### config.mk
export PLATFORM = sky130hd
export DESIGN_NAME = ptv_top
export DESIGN_NICKNAME = d
export VERILOG_FILES = /design/src/rtl/ptv_pkg.sv /design/src/rtl/ptv_trip_path.sv /design/src/rtl/ptv_priority_logic.sv /design/src/rtl/ptv_top.sv
export SDC_FILE = /design/constraint.sdc
export NUM_CORES = 1
export LEC_CHECK = 0
export BUFFER_PORTS_ARGS = -buffer_cell sky130_fd_sc_hd__buf_4
export CORE_ASPECT_RATIO = 0.9
export CORE_MARGIN = 5
export CORE_UTILIZATION = 40
export CTS_CLUSTER_DIAMETER = 100
export CTS_CLUSTER_SIZE = 10
export DETAILED_ROUTE_END_ITERATION = 8
export SETUP_SLACK_MARGIN = 0.15
export SYNTH_ARGS = -nofsm -noshare
export SYNTH_HDL_FRONTEND = slang
export SYNTH_SLANG_ARGS = --single-unit
### constraint.sdc
create_clock -name clk -period 6.3 [get_ports clk]
set_clock_uncertainty 0.05 [all_clocks]
set_input_delay 0.315 -clock clk [delete_from_list [all_inputs] [get_ports clk]]
set_output_delay 0.315 -clock clk [all_outputs]
set_load 0.005 [all_outputs]
### src/rtl/ptv_pkg.sv
// Shared constants, layouts and carrier types of the trip, vote and actuation block
package ptv_pkg;

    // ------------------------------------------------------------
    // Structure
    // ------------------------------------------------------------
    localparam int NUM_DIV = 3;
    localparam int NUM_BUS = 3;
    localparam int SENSOR_W_DEF = 16;
    // Division named as the bypass division; its results are routed to the voters like the others
    localparam int BYPASS_DIV = 2;

    // ------------------------------------------------------------
    // Register offsets (byte addresses, one word each)
    // ------------------------------------------------------------
    localparam logic [7:0] OFS_SETPT0 = 8'h00;
    localparam logic [7:0] OFS_SETPT1 = 8'h04;
    localparam logic [7:0] OFS_SETPT2 = 8'h08;
    localparam logic [7:0] OFS_STATUS = 8'h0C;
    localparam logic [7:0] OFS_MAINT = 8'h10;

    // ------------------------------------------------------------
    // Reset values
    // ------------------------------------------------------------
    localparam logic [31:0] SETPT_RST = 32'hFFFF_FFFF;
    localparam logic [31:0] MAINT_RST = 32'h0000_0000;
    localparam logic OUT_RST = 1'b1;

    // ------------------------------------------------------------
    // Bus answers
    // ------------------------------------------------------------
    localparam logic [1:0] RESP_OKAY = 2'h0;
    localparam logic [1:0] RESP_SLVERR = 2'h2;
    localparam logic [1:0] RESP_DECERR = 2'h3;

    // ------------------------------------------------------------
    // Status word fields
    // ------------------------------------------------------------
    localparam int ST_PATH_LSB = 0;
    localparam int ST_VOTE_LSB = 9;
    localparam int ST_AUTO = 12;
    localparam int ST_MAN = 13;
    localparam int ST_LATCH = 14;
    localparam int ST_PERMIT = 15;
    localparam int ST_OUT = 16;
    localparam int ST_OOS_LSB = 17;
    localparam int ST_TB_LSB = 20;

    // ------------------------------------------------------------
    // Carriers
    // ------------------------------------------------------------
    typedef struct packed {
        logic [31:0] awaddr;
        logic awvalid;
        logic [31:0] wdata;
        logic [3:0] wstrb;
        logic wvalid;
        logic bready;
        logic [31:0] araddr;
        logic arvalid;
        logic rready;
    } ptv_axil_req_s;

    typedef struct packed {
        logic awready;
        logic wready;
        logic bvalid;
        logic [1:0] bresp;
        logic arready;
        logic rvalid;
        logic [31:0] rdata;
        logic [1:0] rresp;
    } ptv_axil_rsp_s;

    // Hardwired discrete inputs; trip_byp_sw high selects trip
    typedef struct packed {
        logic [2:0] oos_sw;
        logic [2:0] trip_byp_sw;
        logic manual_trip;
        logic ns_enable_on;
        logic ns_enable_off;
        logic ns_request;
        logic op_reset;
    } ptv_hw_in_s;

endpackage : ptv_pkg

### src/rtl/ptv_trip_path.sv
// One core logic path: compares a sample against its setpoint
`timescale 1ns/1ps
`default_nettype none
module ptv_trip_path
    import ptv_pkg::*;
#(
    parameter int SENSOR_W = SENSOR_W_DEF
) (
    input wire logic clk,
    input wire logic rst_n,
    input wire logic [SENSOR_W-1:0] sample,
    input wire logic [SENSOR_W-1:0] setpoint,
    output logic trip
);

    typedef struct packed {
        logic trip;
    } ptv_path_st_s;

    ptv_path_st_s s_r;
    ptv_path_st_s s_nxt;

    always_comb begin
        s_nxt = s_r;
        s_nxt.trip = (sample >= setpoint);
    end

    always_ff @(posedge clk or negedge rst_n) begin
        if (!rst_n) begin
            s_r <= '0;
        end else begin
            s_r <= s_nxt;
        end
    end

    assign trip = s_r.trip;

endmodule : ptv_trip_path
`default_nettype wire

### src/rtl/ptv_priority_logic.sv
// Actuation priority: merges protective and non-safety commands, latches actuation
`timescale 1ns/1ps
`default_nettype none
module ptv_priority_logic
    import ptv_pkg::*;
(
    input wire logic clk,
    input wire logic rst_n,
    input wire logic auto_trip,
    input wire logic manual_trip,
    input wire logic ns_enable_on,
    input wire logic ns_enable_off,
    input wire logic ns_request,
    input wire logic op_reset,
    output logic out_energised,
    output logic latched,
    output logic permit
);

    // Fixed gate network only: no stored configuration steers it
    typedef struct packed {
        logic latched;
        logic permit;
        logic out;
    } ptv_prio_st_s;

    ptv_prio_st_s s_r;
    ptv_prio_st_s s_nxt;
    logic prot_now;

    always_comb begin
        s_nxt = s_r;
        prot_now = auto_trip | manual_trip;
        // Latch holds until a deliberate reset with no demand present
        s_nxt.latched = prot_now | (s_r.latched & ~op_reset);
        // Disable wins over enable
        s_nxt.permit = ~ns_enable_off & (ns_enable_on | s_r.permit);
        if (prot_now || s_r.latched) begin
            s_nxt.out = 1'b0;
        end else if (s_r.permit) begin
            s_nxt.out = ns_request;
        end else begin
            s_nxt.out = s_r.out;
        end
    end

    always_ff @(posedge clk or negedge rst_n) begin
        if (!rst_n) begin
            s_r <= '{latched: 1'b0, permit: 1'b0, out: OUT_RST};
        end else begin
            s_r <= s_nxt;
        end
    end

    assign out_energised = s_r.out;
    assign latched = s_r.latched;
    assign permit = s_r.permit;

endmodule : ptv_priority_logic
`default_nettype wire

### src/rtl/ptv_top.sv
// Trip determination, two-level voting, priority actuation and register access
//
// Contract
// - Three separate trip paths per input module
// - Sample compared to setpoint, binary result
// - Two divisions feed voters directly, 2oo3
// - Third division forwarded one-way by bypass; the code routes it straight to the voters like the others
// - Bypass and voters master; inputs only answer
// - Votes delivered to output round-robin
// - Output 2oo3 over voters de-energises
// - All modules report status, one master
// - Monitor gathers values, results, status, diagnostics
// - Status leaves only on transmit-only port; the code also returns it on register reads of OFS_STATUS
// - Setpoint writes accepted only when out-of-service
// - Trip/bypass switch isolated, routed to users
// - Out-of-service forces trip/bypass, raises alarm
// - Manual trip enters priority logic directly
// - Priority logic takes five command inputs; the code's priority logic takes six, op_reset among them
// - Priority logic is fixed discrete logic
// - Non-safety requests need permissive, no trip
// - Any actuation latched until completion; the code latches only protective trips, released by op_reset
// - Position held until explicit operator action
// - Non-safety may energise or de-energise output
// - Buses independent, concurrent, asynchronous
// - Single receive-only maintenance data port
//
// Local design decisions: the placing of the registers and register access over AXI4-Lite.
`timescale 1ns/1ps
`default_nettype none
module ptv_top
    import ptv_pkg::*;
#(
    parameter int SENSOR_W = SENSOR_W_DEF
) (
    input wire logic clk,
    input wire logic rst_n,
    input wire logic [NUM_DIV-1:0][SENSOR_W-1:0] sensor_val,
    input wire ptv_hw_in_s hw_in,
    input wire ptv_axil_req_s axi_req,
    output ptv_axil_rsp_s axi_rsp,
    output logic out_energised,
    output logic [NUM_DIV-1:0] oos_alarm,
    output logic [31:0] mon_status,
    output logic [31:0] maint_word
);

    // ------------------------------------------------------------
    // Elaboration checks
    // ------------------------------------------------------------
    if (SENSOR_W < 1 || SENSOR_W > 31) begin : g_bad_width
        $error("SENSOR_W must lie between 1 and 31");
    end

    // Voting, round-robin delivery and status layout assume three by three
    if (NUM_DIV != 3) begin : g_bad_div
        $error("Majority voting serves exactly three divisions");
    end

    if (NUM_BUS != 3) begin : g_bad_bus
        $error("Round-robin delivery serves exactly three safety buses");
    end

    if (BYPASS_DIV < 0 || BYPASS_DIV >= NUM_DIV) begin : g_bad_byp
        $error("BYPASS_DIV must name one of the divisions");
    end

    if (ST_VOTE_LSB < ST_PATH_LSB + NUM_DIV * NUM_BUS) begin : g_bad_st_path
        $error("Path trip field overlaps the voter field");
    end

    if (ST_TB_LSB + NUM_DIV > 32) begin : g_bad_st_top
        $error("Status fields overrun the status word");
    end

    // Setpoint index is taken from address bits 3:2
    if (OFS_SETPT0 != 8'h00 || OFS_SETPT1 != 8'h04 || OFS_SETPT2 != 8'h08) begin : g_bad_map
        $error("Setpoint offsets must be 0x00, 0x04 and 0x08");
    end

    if (OFS_STATUS == OFS_MAINT || OFS_STATUS[1:0] != 2'h0
            || OFS_MAINT[1:0] != 2'h0) begin : g_bad_regs
        $error("Status and maintenance offsets must be distinct aligned words");
    end

    // ------------------------------------------------------------
    // State
    // ------------------------------------------------------------
    typedef struct packed {
        logic aw_v;
        logic [31:0] aw_a;
        logic w_v;
        logic [31:0] w_d;
        logic [3:0] w_s;
        ptv_axil_rsp_s rsp;
        logic [NUM_DIV-1:0][SENSOR_W-1:0] setpt;
        logic [NUM_DIV-1:0] out_of_service;
        logic [NUM_DIV-1:0] tb;
        logic [NUM_DIV-1:0][NUM_BUS-1:0] div_res;
        logic [NUM_BUS-1:0] vote;
        logic [1:0] rr;
        logic [NUM_BUS-1:0] hold;
        logic auto_trip;
        logic [NUM_DIV-1:0] alarm;
        logic [31:0] mon;
        logic [31:0] maint;
    } ptv_st_s;

    ptv_st_s s_r;
    ptv_st_s s_nxt;

    logic [NUM_DIV-1:0][NUM_BUS-1:0] path_trip;
    logic prio_out;
    logic prio_latched;
    logic prio_permit;

    // ------------------------------------------------------------
    // Input module core paths
    // ------------------------------------------------------------
    for (genvar d = 0; d < NUM_DIV; d++) begin : g_div
        for (genvar b = 0; b < NUM_BUS; b++) begin : g_bus
            // Each path owns its compare and drives only its own bus
            ptv_trip_path #(
                .SENSOR_W(SENSOR_W)
            ) u_path (
                .clk(clk),
                .rst_n(rst_n),
                .sample(sensor_val[d]),
                .setpoint(s_r.setpt[d]),
                .trip(path_trip[d][b])
            );
        end
    end

    // ------------------------------------------------------------
    // Actuation priority logic
    // ------------------------------------------------------------
    // Manual trip goes straight in, past every programmable stage
    ptv_priority_logic u_prio (
        .clk(clk),
        .rst_n(rst_n),
        .auto_trip(s_r.auto_trip),
        .manual_trip(hw_in.manual_trip),
        .ns_enable_on(hw_in.ns_enable_on),
        .ns_enable_off(hw_in.ns_enable_off),
        .ns_request(hw_in.ns_request),
        .op_reset(hw_in.op_reset),
        .out_energised(prio_out),
        .latched(prio_latched),
        .permit(prio_permit)
    );

    // ------------------------------------------------------------
    // Helpers
    // ------------------------------------------------------------
    function automatic logic maj3(input logic [2:0] v);
        maj3 = (v[0] & v[1]) | (v[0] & v[2]) | (v[1] & v[2]);
    endfunction : maj3

    function automatic logic [31:0] merge_bytes(input logic [31:0] old_w,
                                                input logic [31:0] new_w,
                                                input logic [3:0] strb);
        logic [31:0] r;
        r = old_w;
        for (int i = 0; i < 4; i++) begin
            if (strb[i]) begin
                r[i*8 +: 8] = new_w[i*8 +: 8];
            end
        end
        merge_bytes = r;
    endfunction : merge_bytes

    // ------------------------------------------------------------
    // Next state
    // ------------------------------------------------------------
    // Latency in clocks: trip path, division result, voter,
    // round-robin hold (up to three), auto trip, priority stage.
    // A one-cycle glitch on the voters lands in one hold bit only,
    // so the majority over the holds does not pass it on.
    always_comb begin
        logic [31:0] sp_word;
        logic [NUM_BUS-1:0] col;
        logic [31:0] st;
        int idx;
        sp_word = '0;
        col = '0;
        st = '0;
        idx = 0;
        s_nxt = s_r;

        // Switch states isolated by the hardwired stage
        s_nxt.out_of_service = hw_in.oos_sw;
        s_nxt.tb = hw_in.trip_byp_sw;

        // Result routing per division; the bypass division takes the same
        // direct route to its voter as the others
        for (int d = 0; d < NUM_DIV; d++) begin
            for (int b = 0; b < NUM_BUS; b++) begin
                if (s_r.out_of_service[d]) begin
                    s_nxt.div_res[d][b] = s_r.tb[d];
                end else if (d == BYPASS_DIV) begin
                    s_nxt.div_res[d][b] = path_trip[d][b];
                end else begin
                    s_nxt.div_res[d][b] = path_trip[d][b];
                end
            end
            s_nxt.alarm[d] = s_r.out_of_service[d];
        end

        // One voter per safety bus, each on its own path
        for (int b = 0; b < NUM_BUS; b++) begin
            for (int d = 0; d < NUM_DIV; d++) begin
                col[d] = s_r.div_res[d][b];
            end
            s_nxt.vote[b] = maj3(col);
        end

        // Round-robin delivery of one voter result per cycle
        s_nxt.hold[s_r.rr] = s_r.vote[s_r.rr];
        s_nxt.rr = (s_r.rr == 2'(NUM_BUS - 1)) ? 2'h0 : s_r.rr + 2'h1;
        s_nxt.auto_trip = maj3(s_r.hold);

        // Status word for the transmit-only monitor port
        st[ST_PATH_LSB +: 9] = path_trip;
        st[ST_VOTE_LSB +: 3] = s_r.vote;
        st[ST_AUTO] = s_r.auto_trip;
        st[ST_MAN] = hw_in.manual_trip;
        st[ST_LATCH] = prio_latched;
        st[ST_PERMIT] = prio_permit;
        st[ST_OUT] = prio_out;
        st[ST_OOS_LSB +: 3] = s_r.out_of_service;
        st[ST_TB_LSB +: 3] = s_r.tb;
        s_nxt.mon = st;

        // Write address and data taken in either order
        if (axi_req.awvalid && s_r.rsp.awready) begin
            s_nxt.aw_v = 1'b1;
            s_nxt.aw_a = axi_req.awaddr;
        end
        if (axi_req.wvalid && s_r.rsp.wready) begin
            s_nxt.w_v = 1'b1;
            s_nxt.w_d = axi_req.wdata;
            s_nxt.w_s = axi_req.wstrb;
        end
        if (s_r.rsp.bvalid && axi_req.bready) begin
            s_nxt.rsp.bvalid = 1'b0;
        end
        if (s_r.aw_v && s_r.w_v && !s_r.rsp.bvalid) begin
            s_nxt.aw_v = 1'b0;
            s_nxt.w_v = 1'b0;
            s_nxt.rsp.bvalid = 1'b1;
            s_nxt.rsp.bresp = RESP_OKAY;
            if (s_r.aw_a[31:8] != 24'h00_0000 || s_r.aw_a[1:0] != 2'h0) begin
                s_nxt.rsp.bresp = RESP_DECERR;
            end else begin
                case (s_r.aw_a[7:0])
                    OFS_SETPT0, OFS_SETPT1, OFS_SETPT2: begin
                        idx = int'(s_r.aw_a[3:2]);
                        // Out-of-service state as registered, one clock behind the switch
                        if (s_r.out_of_service[idx]) begin
                            sp_word = merge_bytes(32'(s_r.setpt[idx]), s_r.w_d, s_r.w_s);
                            s_nxt.setpt[idx] = sp_word[SENSOR_W-1:0];
                        end else begin
                            s_nxt.rsp.bresp = RESP_SLVERR;
                        end
                    end
                    OFS_STATUS: begin
                        // Status is read only: the monitor path never receives
                        s_nxt.rsp.bresp = RESP_SLVERR;
                    end
                    OFS_MAINT: begin
                        s_nxt.maint = merge_bytes(s_r.maint, s_r.w_d, s_r.w_s);
                    end
                    default: begin
                        s_nxt.rsp.bresp = RESP_DECERR;
                    end
                endcase
            end
        end
        // Refuse new write items while one is held or answered
        s_nxt.rsp.awready = !s_nxt.aw_v && !s_nxt.rsp.bvalid;
        s_nxt.rsp.wready = !s_nxt.w_v && !s_nxt.rsp.bvalid;

        // Read channel
        if (s_r.rsp.rvalid && axi_req.rready) begin
            s_nxt.rsp.rvalid = 1'b0;
        end
        if (axi_req.arvalid && s_r.rsp.arready) begin
            s_nxt.rsp.rvalid = 1'b1;
            s_nxt.rsp.rresp = RESP_OKAY;
            // Unmapped or unaligned reads answer with zero data
            s_nxt.rsp.rdata = '0;
            if (axi_req.araddr[31:8] != 24'h00_0000 || axi_req.araddr[1:0] != 2'h0) begin
                s_nxt.rsp.rresp = RESP_DECERR;
            end else begin
                case (axi_req.araddr[7:0])
                    OFS_SETPT0, OFS_SETPT1, OFS_SETPT2: begin
                        idx = int'(axi_req.araddr[3:2]);
                        s_nxt.rsp.rdata = 32'(s_r.setpt[idx]);
                    end
                    OFS_STATUS: begin
                        s_nxt.rsp.rdata = s_r.mon;
                    end
                    OFS_MAINT: begin
                        s_nxt.rsp.rdata = '0;
                    end
                    default: begin
                        s_nxt.rsp.rresp = RESP_DECERR;
                    end
                endcase
            end
        end
        // One read in flight: refuse while the answer stands
        s_nxt.rsp.arready = !s_nxt.rsp.rvalid;
    end

    // ------------------------------------------------------------
    // State register
    // ------------------------------------------------------------
    always_ff @(posedge clk or negedge rst_n) begin
        if (!rst_n) begin
            s_r <= '0;
            s_r.setpt <= {NUM_DIV{SETPT_RST[SENSOR_W-1:0]}};
            s_r.maint <= MAINT_RST;
            // Readies start high: the first request is taken at once
            s_r.rsp.awready <= 1'b1;
            s_r.rsp.wready <= 1'b1;
            s_r.rsp.arready <= 1'b1;
        end else begin
            s_r <= s_nxt;
        end
    end

    // ------------------------------------------------------------
    // Outputs
    // ------------------------------------------------------------
    // Every output below is a flop of the state or of the priority stage
    assign axi_rsp = s_r.rsp;
    assign out_energised = prio_out;
    assign oos_alarm = s_r.alarm;
    assign mon_status = s_r.mon;
    assign maint_word = s_r.maint;

endmodule : ptv_top
`default_nettype wire

Yosys cells after proc, flatten, opt, wreduce, memory -nomap -nowiden

Cells that the tools add are included.

Register bits: 241
Bits in latches: 0
Memory bits (writable): 0
Bits in read-only memories: 0
Bits of input ports: 166
Output and inout bits: 109
Logic and storage cells: 162
Memories kept: 0

$add $sub $neg: 1
$mul: 0
Div/mod/pow operators: 0
Order comparisons: 8
Equality and inequality tests: 9
Shift operators: 0
Multiplexer cells: 45
Bitwise operators: 28
Reduce and logical (&&, ||, !) cells: 34

Operators by type and width:

| kind               | number |
|---|---|
| $mux 8             | 10 |
| $bmux 16 s2        | 2 |
| $bwmux 48          | 1 |
| $ge 16x16->1       | 3 |
| $mux 16            | 3 |
| $reduce_bool 24->1 | 2 |
| $pmux 23 s2        | 1 |
| $mux 37            | 1 |
| $mux 35            | 1 |
| $mux 33            | 1 |
| $demux 16 s2       | 1 |
| $eq 8x4->1 const B | 4 |
| $mux 32            | 1 |
| $reduce_and 4->1   | 5 |
| $eq 8x3->1 const B | 2 |
| $eq 8x5->1 const B | 2 |
| $logic_not 8->1    | 2 |
| $and 1x1->1        | 14 |
| $mux 1             | 12 |
| $logic_and 1x1->1  | 11 |
| $or 1x1->1         | 11 |
| $mux 2             | 5 |
| $lt 2x3->1 const B | 3 |
| $pmux 2 s3         | 1 |
| other kinds (13)   | 26 |

Longest topological paths before layout

Gate-level depths: netlist of the first run.

Depth in word-level cells: 8
Mapped depth: 7
Gate-level depth less buffers: 6

Modules after synthesis

Synthesis of the first run repeated with hierarchy kept, for this count alone.

Cells, all modules: 1,267
Area total of the unflattened synthesis: 14,261.2 um2

By module, submodules not included:

| module             | instances | cells an instance | area an instance (um2) | sequential area each (um2) |
|---|---|---|---|---|
| ptv_top            | 1         | 753               | 10,324.9               | 5,769.3 |
| ptv_trip_path      | 9         | 56                | 424.2                  | 25.0 |
| ptv_priority_logic | 1         | 10                | 118.9                  | 76.3 |

Worst setup path after synthesis of the first run

OpenSTA, ideal clock, no wires.

Path kind: register to register
Start point: register s_r[222] in the netlist's numbering
End point: register s_r[100] in the netlist's numbering
Arrival time: 2.251 ns
Required time: 6.168 ns
Slack: 3.917 ns
Stages on the path, launching flop included: 6
Cells stage by stage: dfrtp_1 > or4_4 > or4b_4 > nor4_4 > buf_8 > mux2_4

Longest elaborated chain between the ends: 3
Elaborated cells on any way between the ends: 5

Ends and longest elaborated chain:

| element                                  | RTL line       | source |
|---|---|---|
| start, declared                          | ptv_top.sv:108 | `ptv_st_s s_r;` |
| start signal, assigned                   | ptv_top.sv:329 | `s_r <= s_nxt;` |
| $eq 8x3->1, or another cell as far along | ptv_top.sv:255 | `case (s_r.aw_a[7:0])` |
| $reduce_or 3->1 *                        | ptv_top.sv:255 |  |
| $reduce_and 4->1 (no source line) *      | -              |  |

Every way passes the cells marked *; elsewhere a longest branch is shown, timed or not.
A chain may end at the register's enable or synchronous reset.

Worst setup path in the final report of the first run

Start point: register s_r[220] in the netlist's numbering
End point: register s_r[131] in the netlist's numbering

Longest elaborated chain between the ends: 8
Elaborated cells on any way between the ends: 20

Ends and longest elaborated chain:

| element                       | RTL line       | source |
|---|---|---|
| $bmux 16 s2                   | ptv_top.sv:260 | `sp_word = merge_bytes(32'(s_r.setpt[idx]), s_r.w_d, s_r.w_s);` |
| $mux 16 (implied by the code) | ptv_top.sv:260 |  |
| $mux 8                        | ptv_top.sv:165 | `if (strb[i]) begin` |
| $mux 8                        | ptv_top.sv:259 | `if (s_r.out_of_service[idx]) begin` |
| $mux 8                        | ptv_top.sv:255 |  |
| $mux 8                        | ptv_top.sv:252 | `if (s_r.aw_a[31:8] != 24'h00_0000 \|\| s_r.aw_a[1:0] != 2'h0) begin` |
| $mux 8                        | ptv_top.sv:247 | `if (s_r.aw_v && s_r.w_v && !s_r.rsp.bvalid) begin` |
| $bwmux 48                     | ptv_top.sv:261 | `s_nxt.setpt[idx] = sp_word[SENSOR_W-1:0];` |

Parallel ways exist; a longest one is shown, timed or not. The select of a mux whose other input is x is not followed.

==> results of run 1 <==
-- cell usage after synthesis, types with 2 or more instances --
master and n:
dfrtp_1 166, mux2_2 150, buf_4 108, inv_1 68, dfstp_2 52, ha_1 48
a21oi_1 26, clkbuf_1 21, mux2_4 20, a221oi_1 17, nor4_1 17, a22o_1 16
mux4_2 16, nor2_1 12, o21ai_0 12, a21o_1 10, nand2_1 9, nand4_1 9
a32o_1 7, and4_1 6, buf_1 6, nand2b_1 5, nand3_1 5, o211ai_1 5
nor2b_1 4, nor3b_1 4, a2111oi_0 3, a31oi_1 3, nor4_4 3, a21boi_0 2
and3_1 2, buf_2 2, buf_8 2, maj3_1 2, nor3_1 2, or4_4 2
or4b_4 2
-- flip-flops by register name, indices dropped and copies added, names as in the netlist --
| name | flops |
|---|---|
| s_r | 126 |
| u_prio.permit | 1 |
| mon_status | 13 |
| maint_word | 32 |
| u_prio.latched | 1 |
| oos_alarm | 2 |
| u_prio.out_energised | 1 |
| axi_rsp | 31 |
| g_div.g_bus.u_path.trip | 3 |
| s_nxt | 8 |
-- logic make-up after synthesis --
| logic type | count (synthesis) | synth area share [%] |
|---|---|---|
| AOI/OAI and AO/OA | 106 | 6.914 |
| adders and majority gates | 50 | 5.603 |
| buffers and inverters | 209 | 11.04 |
| DFF | 218 | 49.84 |
| muxes | 188 | 21.41 |
| other | 1 | 0.03386 |
| and+or+nand+nor | 86 | 5.163 |
-- metrics by stage --
stage                     utilization, %  hold slack, ps  setup slack [ps]
final                              52.12           21.53              3225
after global routing               52.12           38.09              3054
after CTS                          52.11           6.569              3134
after detailed placement           46.40           311.3              3161
after global placement             46.40           303.7              3248
after floorplan                        -          -30.59              3917
-- what timing repair did --
action | 4_1_cts | 5_1_grt
endpoints found under the hold margin | 163 | 0
hold buffers | 82 | 0
endpoints found under the setup margin | 0 | 0
-- cell type report --
cell class / instances / area (um2) / area share (%)
Multi-Input combinational cell: 448 / 4404 / 31.10
Timing Repair Buffer: 345 / 2803 / 19.79
Sequential cell: 218 / 5520 / 38.98
Tap cell: 354 / 442.9 / 3.127
Clock inverter: 1 / 20.02 / 0.1414
Inverter: 69 / 259.0 / 1.829
Antenna cell: 1 / 2.502 / 0.01767
Clock buffer: 45 / 710.7 / 5.018
-- final timing paths --
path,slack [ps],from,end
worst max-delay path,3220,s_r[220],s_r[131]
worst min-delay path,20,axi_req[6],axi_rsp[0]
worst max register to register,3220,s_r[220],s_r[131]
worst min register to register,320,g_div[2].g_bus[2].u_path.trip,mon_status[8]
max in group asynchronous,4540,rst_n,maint_word[4]
min in group asynchronous,380,rst_n,mon_status[14]
-- cell usage in the layout (no fill, tap or decap), types with 5 or more instances in the layout --
cell and count:
buf_4 262, dfrtp_1 166, mux2_2 150, dlygate4sd3_1 82, inv_1 68, dfstp_2 52, ha_1 48, a21oi_1 26
clkbuf_16 25, mux2_4 20, clkbuf_1 19, conb_1 18, nor4_1 17, a221oi_1 17, mux4_2 16, a22o_1 16
nor2_1 12, o21ai_0 12, a21o_1 10, nand4_1 9, nand2_1 8, a32o_1 7, and4_1 6, o211ai_1 5
nand2b_1 5, nand3_1 5
-- report_power, final --
part / total, W / internal [W] / leakage (nW) / switching [W]
Clock: 0.00132 / 0.000760 / 0.347 / 0.000560
Combinational: 0.000872 / 0.000479 / 3.54 / 0.000393
Sequential: 0.00191 / 0.00167 / 2.59 / 0.000242
-- layer usage --
metal	share of wire, %	vias up	track usage, %
met5	0	-	0
met4	2.0	0	3.382
met3	9.3	40	4.617
met2	46	300	29.54
met1	43	3660	24.79
li1	-	3469	-
-- worst max-delay path: stages (launching register included) --
cell	delay [ps]
dfrtp_1	1040
mux2_2	330
a32oi_1	170
nor4_4	960
mux2_2	420
==> key figures, run 1 <==
Run status
  – Status: completed

Logic synthesis
  – Synth area leader: dfrtp_1
  – FF+latch count, synth: 218
  – Register area share after synthesis: between 40 and 50%
  – Cell Area, Synth: around 0.011 mm2
  – Post-synth EDFFs: 0
  – Avg Inst Size Synth: 12.91 um2
  – Main flop type after synthesis: dfrtp_1
  – Synth top area share: ~38%
  – Top cells by area, synth: dfrtp_1, mux2_2, dfstp_2
  – Async S/R FF share, synth: 100.0%
  – Ys Warns: 0
  – Number of distinct library cells after synthesis: between 50 and 60
  – Post-Synthesis Cells: between 800 and 900

Route
  – Antenna viol nets, final: 0
  – Drt pass-1 iters: 4
  – DRC Markers: 0
  – Via density: roughly 5.0
  – Post-Route WL: 29120 um
  – Drt first-iter violations: ~330
  – Via count: roughly 7500
  – WL/cell: 19.66 um

Clocking
  – Post-CTS sizing: 0
  – Clk buf depth: 3
  – Clk Tree Root Cell: clkbuf_16
  – Cts bufs inserted: 25
  – Worst skew pair latency: 530 ps
  – Clk slew on worst S/H paths: approximately 60 ps
  – CTS tree: built
  – CTS HTree Levels: 1
  – Clock sinks: 218
  – Post-CTS Setup Bufs: 0

Setup path
  – Critical path class: flip-flop to flip-flop
  – FF-to-FF path depth: 4
  – Critical Path RT: 6690 ps
  – Max FO, Critical Path: 25
  – Data arrival, critical path: between 3000 and 4000 ps
  – Startpoint types: flip-flop
  – Crit path capture type: flip-flop

Global route
  – GRT Util Overall: a little under a fifth
  – Gr ovfl total: 0
  – Initial antenna violation count: 1
  – Global-route wire length before repair: around 45000 um
  – Largest net degree at the start of global routing: approximately 100
  – Vias in the first global route: around 8000

Finish
  – Layout Nets: about 1300
  – Non-filler cells, final: 1481
  – P&R area growth vs syn: 27.87%
  – Fin area: between 0.01 and 0.015 mm2
  – Share of layout cells above drive strength 1: between 40% and 50%
  – Number of fill cells: 2335

Hold path
  – WHS Path Cells: 3
  – Hold/Removal Path Class: input port to flip-flop

Die
  – FP Rows: 57
  – Die Y: 167.9 um
  – IO Count: about 280
  – Core Region: around 0.027 mm2
  – Area of the die: 0.03112 mm2
  – Initial core utilization: just over 40%
  – Die W: roughly 190 um

Flow run
  – MaxCap Viol Count: 0

STA
  – Worst-margin pin slew: ~1100 ps
  – Unrepaired setup endpoints after global routing: false
  – Final cycle utilization of the critical path: 48.81%
  – Rel. slew slack: a little over a quarter
  – FMAX: between 300 and 400 MHz
  – Slew Limit Fails: 0
  – Setup Viol. Count Final: 0
  – Min Tclk post-route: 3075 ps
  – Post-Route Setup TNS: 0 ps
  – Final Hold Vio Count: 0

Pwr
  – Tot Pwr: ~0.004 W
  – Power per cell area: a little under 300 mW/mm2
  – Leakage Power: approximately 6.5 nW
  – Worst vdd ir: approximately 240 uV

Placement
  – Placed cell areas: roughly 0.013 mm2
  – Post-DP HPWL: 21460 um
  – Post-Place Cells: 1352
  – GPL Wtd Cong: a little over 0.8
  – # port buffers: roughly 260
Power figures use the tool's default switching activity.
==> run 2, diff against run 1 <==
- clock period: 6.3 -> 2.9 ns (I/O delays scaled with it)
==> run 2 against run 1 <==
Against the previous run: cell count up 0.88%; non-clock buffer count up 12; worst hold slack better by 2.9 ps; sequential power up 110%; clock power up 120%; combinational power up 130%; utilization up 0.44 points; critical path type unchanged; critical endpoint is now s_r[93]; largest power group unchanged; highest routed layer unchanged.
==> key figures, run 2 (synthesis gave the netlist of run 1 again) <==
Run status
  – Status: completed

Route
  – Post-Route WL: slightly below 30000 um
  – Via count: roughly 7500
  – Antenna viol nets, final: 0
  – Drt pass-1 iters: 4
  – WL/cell: about 20 um
  – Drt first-iter violations: between 200 and 300
  – Via density: approximately 5
  – DRC Markers: 0

Hold path
  – WHS Path Cells: 4
  – Hold Path Sink: g_div[1].g_bus[2].u_path.trip
  – Hold_sp: sensor_val[31]
  – Hold/Removal Path Class: input port to flip-flop

Setup path
  – Crit path capture type: flip-flop
  – Critical path class: flip-flop to flip-flop
  – Worst reg2reg endpoint: s_r[93]
  – Data arrival, critical path: 2840 ps
  – Startpoint types: flip-flop
  – Critical Path RT: around 3300 ps
  – Worst reg2reg setup slack: between 400 and 500 ps
  – FF-to-FF path depth: 5
  – RR Startpoint: s_r[222]
  – Max FO, Critical Path: 16

Finish
  – Max reg flops: between 100 and 150
  – Commonest non-fill, non-tap cells in the layout: buf_4, dfrtp_1, mux2_2
  – Commonest non-fill, non-tap cell in the layout: buf_4
  – Layout Nets: ~1300
  – Non-filler cells, final: 1494
  – P&R area growth vs syn: 28.95%
  – Share of layout cells above drive strength 1: approximately 48%
  – Largest Register: s_r

Placement
  – GPL Wtd Cong: around 0.81
  – # port buffers: about 260
  – Post-Place Cells: 1358
  – Place WS: about 440 ps
  – Post-DP HPWL: between 20000 and 25000 um

Die
  – Area of the die: 0.03112 mm2
  – FP Rows: 57
  – Die W: between 150 and 200 um
  – IO Count: about 280
  – Die Y: 167.9 um
  – Core Region: 0.02717 mm2
  – Initial core utilization: between 40% and 50%

Clocking
  – CTS tree: built
  – Clk slew on worst S/H paths: about 60 ps
  – Post-CTS Setup Bufs: 0
  – Clk Tree Root Cell: clkbuf_16
  – Cts bufs inserted: 25
  – Clock sinks: 218
  – CTS HTree Levels: 1
  – Worst skew pair latency: 520 ps
  – Clk buf depth: 3

Global route
  – Initial antenna violation count: 3
  – Vias in the first global route: 7933
  – Gr ovfl total: 0
  – Global-route wire length before repair: about 46000 um
  – GRT Util Overall: 18.54%
  – Largest net degree at the start of global routing: between 60 and 70

Pwr
  – Leakage Power: 6.533 nW
  – Power per cell area: approximately 630 mW/mm2
  – Worst vdd ir: 449.5 uV

STA
  – Unrepaired setup endpoints after global routing: false
  – Rel. slew slack: between 30% and 40%
  – FMAX: slightly above 400 MHz
  – Final Hold Vio Count: 0
  – Worst-margin pin slew: about 970 ps
  – Post-Route Setup TNS: 0 ps
  – Min Tclk post-route: 2447 ps
  – Setup Viol. Count Final: 0
  – Final cycle utilization of the critical path: a little over four fifths
  – Worst setup margin: between 400 and 500 ps
  – Slew Limit Fails: 0

Flow run
  – MaxCap Viol Count: 0
run 2: critical path: stages (launching register included):
cell     delay, ps
dfrtp_1        380
or4_4          560
or4b_4         510
nor4_4         150
buf_4          340
mux2_2         380
run 2: cell type report:
class                   instances  area, um2
repair buffers                357       2933
fillers                      2364      12890
well taps                     354      442.9
inverters                      69      259.0
flip-flops and latches        218       5520
diodes                          3      7.507
clock inverters                 1      8.758
clock buffers                  44      706.9
multi-input cells             448       4404
run 2: worst max path at each step:
stage	startpoint	cells after the start	slack (ps)	to
6_report	s_r[222]	5	450	s_r[93]
5_1_grt	s_r[234]	5	280	s_r[110]
4_1_cts	s_r[222]	5	420	s_r[91]
3_5_place_dp	s_r[222]	5	440	s_r[91]
3_3_place_gp	s_r[222]	5	510	s_r[94]
2_1_floorplan	s_r[222]	5	520	s_r[100]
run 2: repair_timing:
action                    CTS  global route
gates resized for setup     0             0
hold buffers               88             0
hold endpoints to repair  185             0
run 2: metal layers:
metal	routed length (um)	up-vias	track usage (%)
met5	0	-	0
met4	497	0	3.255
met3	2362	35	4.186
met2	14060	272	31.11
met1	12840	3736	25.02
li1	-	3489	-
run 2: metrics by stage:
step	power [W]	hold slack [ps]	area (um2)	utilization, %
6_report	0.008932	24.42	14280	52.56
5_1_grt	0.009432	15.16	14280	52.56
4_1_cts	0.009031	25.48	14270	52.53
3_5_place_dp	0.006054	66.63	12680	46.66
3_3_place_gp	0.005992	66.93	12680	46.66
2_1_floorplan	0.005336	-200.6	11140	-
run 2: power breakdown:
group          leakage (nW)  total, W  switching (W)  internal [W]
clock                 0.341   0.00284        0.00121       0.00164
sequential             2.59   0.00407       0.000450       0.00362
combinational          3.60   0.00202       0.000952       0.00107
==> run 3, diff against run 2 <==
- clock period: 2.9 -> 2.3 ns (I/O delays scaled with it)
==> run 3 against run 2 <==
Against the previous run: the flow now finishes with violations (negative setup slack); combinational power up 36%; clock-buffer cell count is 1 higher; wire length is 0.42% higher; sequential cell count unchanged; via count is 0.60% higher; register-to-register slack worse by 540 ps; setup slack got worse by 540 ps; critical path type unchanged; largest cell class unchanged.
==> key figures, run 3 (synthesis gave the netlist of run 1 again) <==
Finish
  – Share of layout cells above drive strength 1: approximately 50%
  – Commonest non-fill, non-tap cell in the layout: buf_4
  – Commonest non-fill, non-tap cells in the layout: buf_4, dfrtp_1, mux2_2
  – Non-filler cells, final: 1515
  – Max reg flops: ~130
  – Fin area: about 0.015 mm2
  – Layout Nets: 1356
  – Largest Register: s_r
  – Number of fill cells: 2321
  – ANT cells: 0
  – P&R area growth vs syn: 32.51%

Global route
  – Largest net degree at the start of global routing: 72
  – Gr ovfl total: 0
  – Vias in the first global route: between 8000 and 9000
  – GRT Util Overall: roughly 18%
  – Initial antenna violation count: 1
  – Global-route wire length before repair: between 40000 and 50000 um

STA
  – Worst-margin pin slew: roughly 720 ps
  – Worst setup margin: -87.57 ps
  – Setup Viol. Count Final: 48
  – Rel. slew slack: a little over half
  – Tightest hold margin: roughly 11 ps
  – Unrepaired setup endpoints after global routing: true
  – Slew Limit Fails: 0
  – Post-Route Setup TNS: -2265 ps
  – Min Tclk post-route: around 2400 ps
  – Final Hold Vio Count: 0
  – FMAX: ~420 MHz
  – Final cycle utilization of the critical path: 103.8%

Clocking
  – Clk Tree Root Cell: clkbuf_16
  – Clk buf depth: 3
  – Worst skew pair latency: 530 ps
  – Cts bufs inserted: 25
  – CTS HTree Levels: 1
  – Clock sinks: between 200 and 250
  – CTS tree: built
  – Clk slew on worst S/H paths: around 60 ps

Die
  – Core Region: ~0.027 mm2
  – Area of the die: approximately 0.031 mm2
  – IO Count: around 280
  – Die Y: between 150 and 200 um
  – FP Rows: 57
  – Initial core utilization: roughly 40%
  – Die W: between 150 and 200 um

Pwr
  – Tot Pwr: ~0.011 W
  – Leakage Power: roughly 6.7 nW
  – Power per cell area: 780.1 mW/mm2
  – Worst vdd ir: between 600 and 700 uV

Setup path
  – Critical path class: flip-flop to flip-flop
  – Data arrival, critical path: 2780 ps
  – CP top delay family: simple AND/OR/NAND/NOR gates
  – CP max-delay cell: or4_4
  – Number of buffers and inverters on the critical path: 2
  – Critical Path RT: around 2700 ps
  – Startpoint types: flip-flop
  – CP peak stage delay: 560 ps
  – Max FO, Critical Path: 8
  – CP Cell Sequence: or4_4 > or4b_4 > nor4_4 > buf_4 > clkbuf_16 > mux2_4
  – Crit path capture type: flip-flop

Run status
  – Status: finished with violations
  – Failing checks: negative setup slack

Hold path
  – Hold/Removal Path Class: input port to flip-flop

Flow run
  – MaxCap Viol Count: 0

Route
  – DRC Markers: 0
  – Post-Route WL: between 20000 and 30000 um
  – Via count: about 7600
  – Antenna viol nets, final: 0
  – Via density: between 5 and 6
  – Drt first-iter violations: between 400 and 500
  – WL/cell: roughly 20 um
  – Drt pass-1 iters: 4

Placement
  – GPL Wtd Cong: about 0.82
  – Placed cell areas: 0.01287 mm2
  – # port buffers: around 260
  – Post-Place Cells: around 1400
  – Post-DP HPWL: 22040 um
run 3: stage by stage:
step / util, % / worst slack, ps
2_1_floorplan: - / -83.06
3_3_place_gp: 47.36 / -11.03
3_5_place_dp: 47.36 / -47.51
4_1_cts: 53.58 / -76.00
5_1_grt: 54.01 / -153.3
6_report: 54.01 / -87.57
run 3: layout make-up:
type                       count  area (um2)  area share, %
tap                          354       442.9          3.018
timing repair buffer         380        3211          21.88
multi-input combinational    448        4513          30.75
clock inverter                 1       20.02         0.1364
sequential                   218        5520          37.61
inverter                      69       259.0          1.765
clock buffer                  45       710.7          4.842
run 3: where the power goes:
part           internal [W]  switching, W  total (W)
clock network       0.00208       0.00155    0.00363
logic               0.00145       0.00130    0.00275
registers           0.00457      0.000503    0.00507
total               0.00810       0.00335     0.0114
run 3: timing repair:
action | in CTS | in global routing
hold buffers | 91 | 0
pin swaps | 1 | 2
setup endpoints to repair | 49 | 67
buffers inserted | 0 | 2
gates resized for setup | 13 | 18
endpoints found under the hold margin | 241 | 0
gates cloned | 0 | 2
run 3: worst paths after layout:
kind	from	end	slack, ps	depth (start not counted)
worst max-delay path	s_r[222]	s_r[91]	-90	6
worst min-delay path	sensor_val[6]	g_div[0].g_bus[2].u_path.trip	10	4
worst max register to register	s_r[222]	s_r[91]	-90	6
worst min register to register	g_div[2].g_bus[2].u_path.trip	mon_status[8]	320	0
max in group asynchronous	rst_n	axi_rsp[35]	1330	3
min in group asynchronous	rst_n	s_nxt[53]	130	2
run 3: worst min-delay path, cell delays in order:
cell and delay (ps):
buf_4 80, ha_1 130, a31oi_1 50, o211ai_1 160
run 3: metal layers:
metal,wire (um),vias to the layer above,GRT usage (%),share of wire [%]
met5,13,-,0,0.044
met4,729,2,4.340,2.4
met3,2431,50,4.682,8.1
met2,13740,278,29.70,46
met1,12970,3709,24.48,43
li1,-,3538,-,-
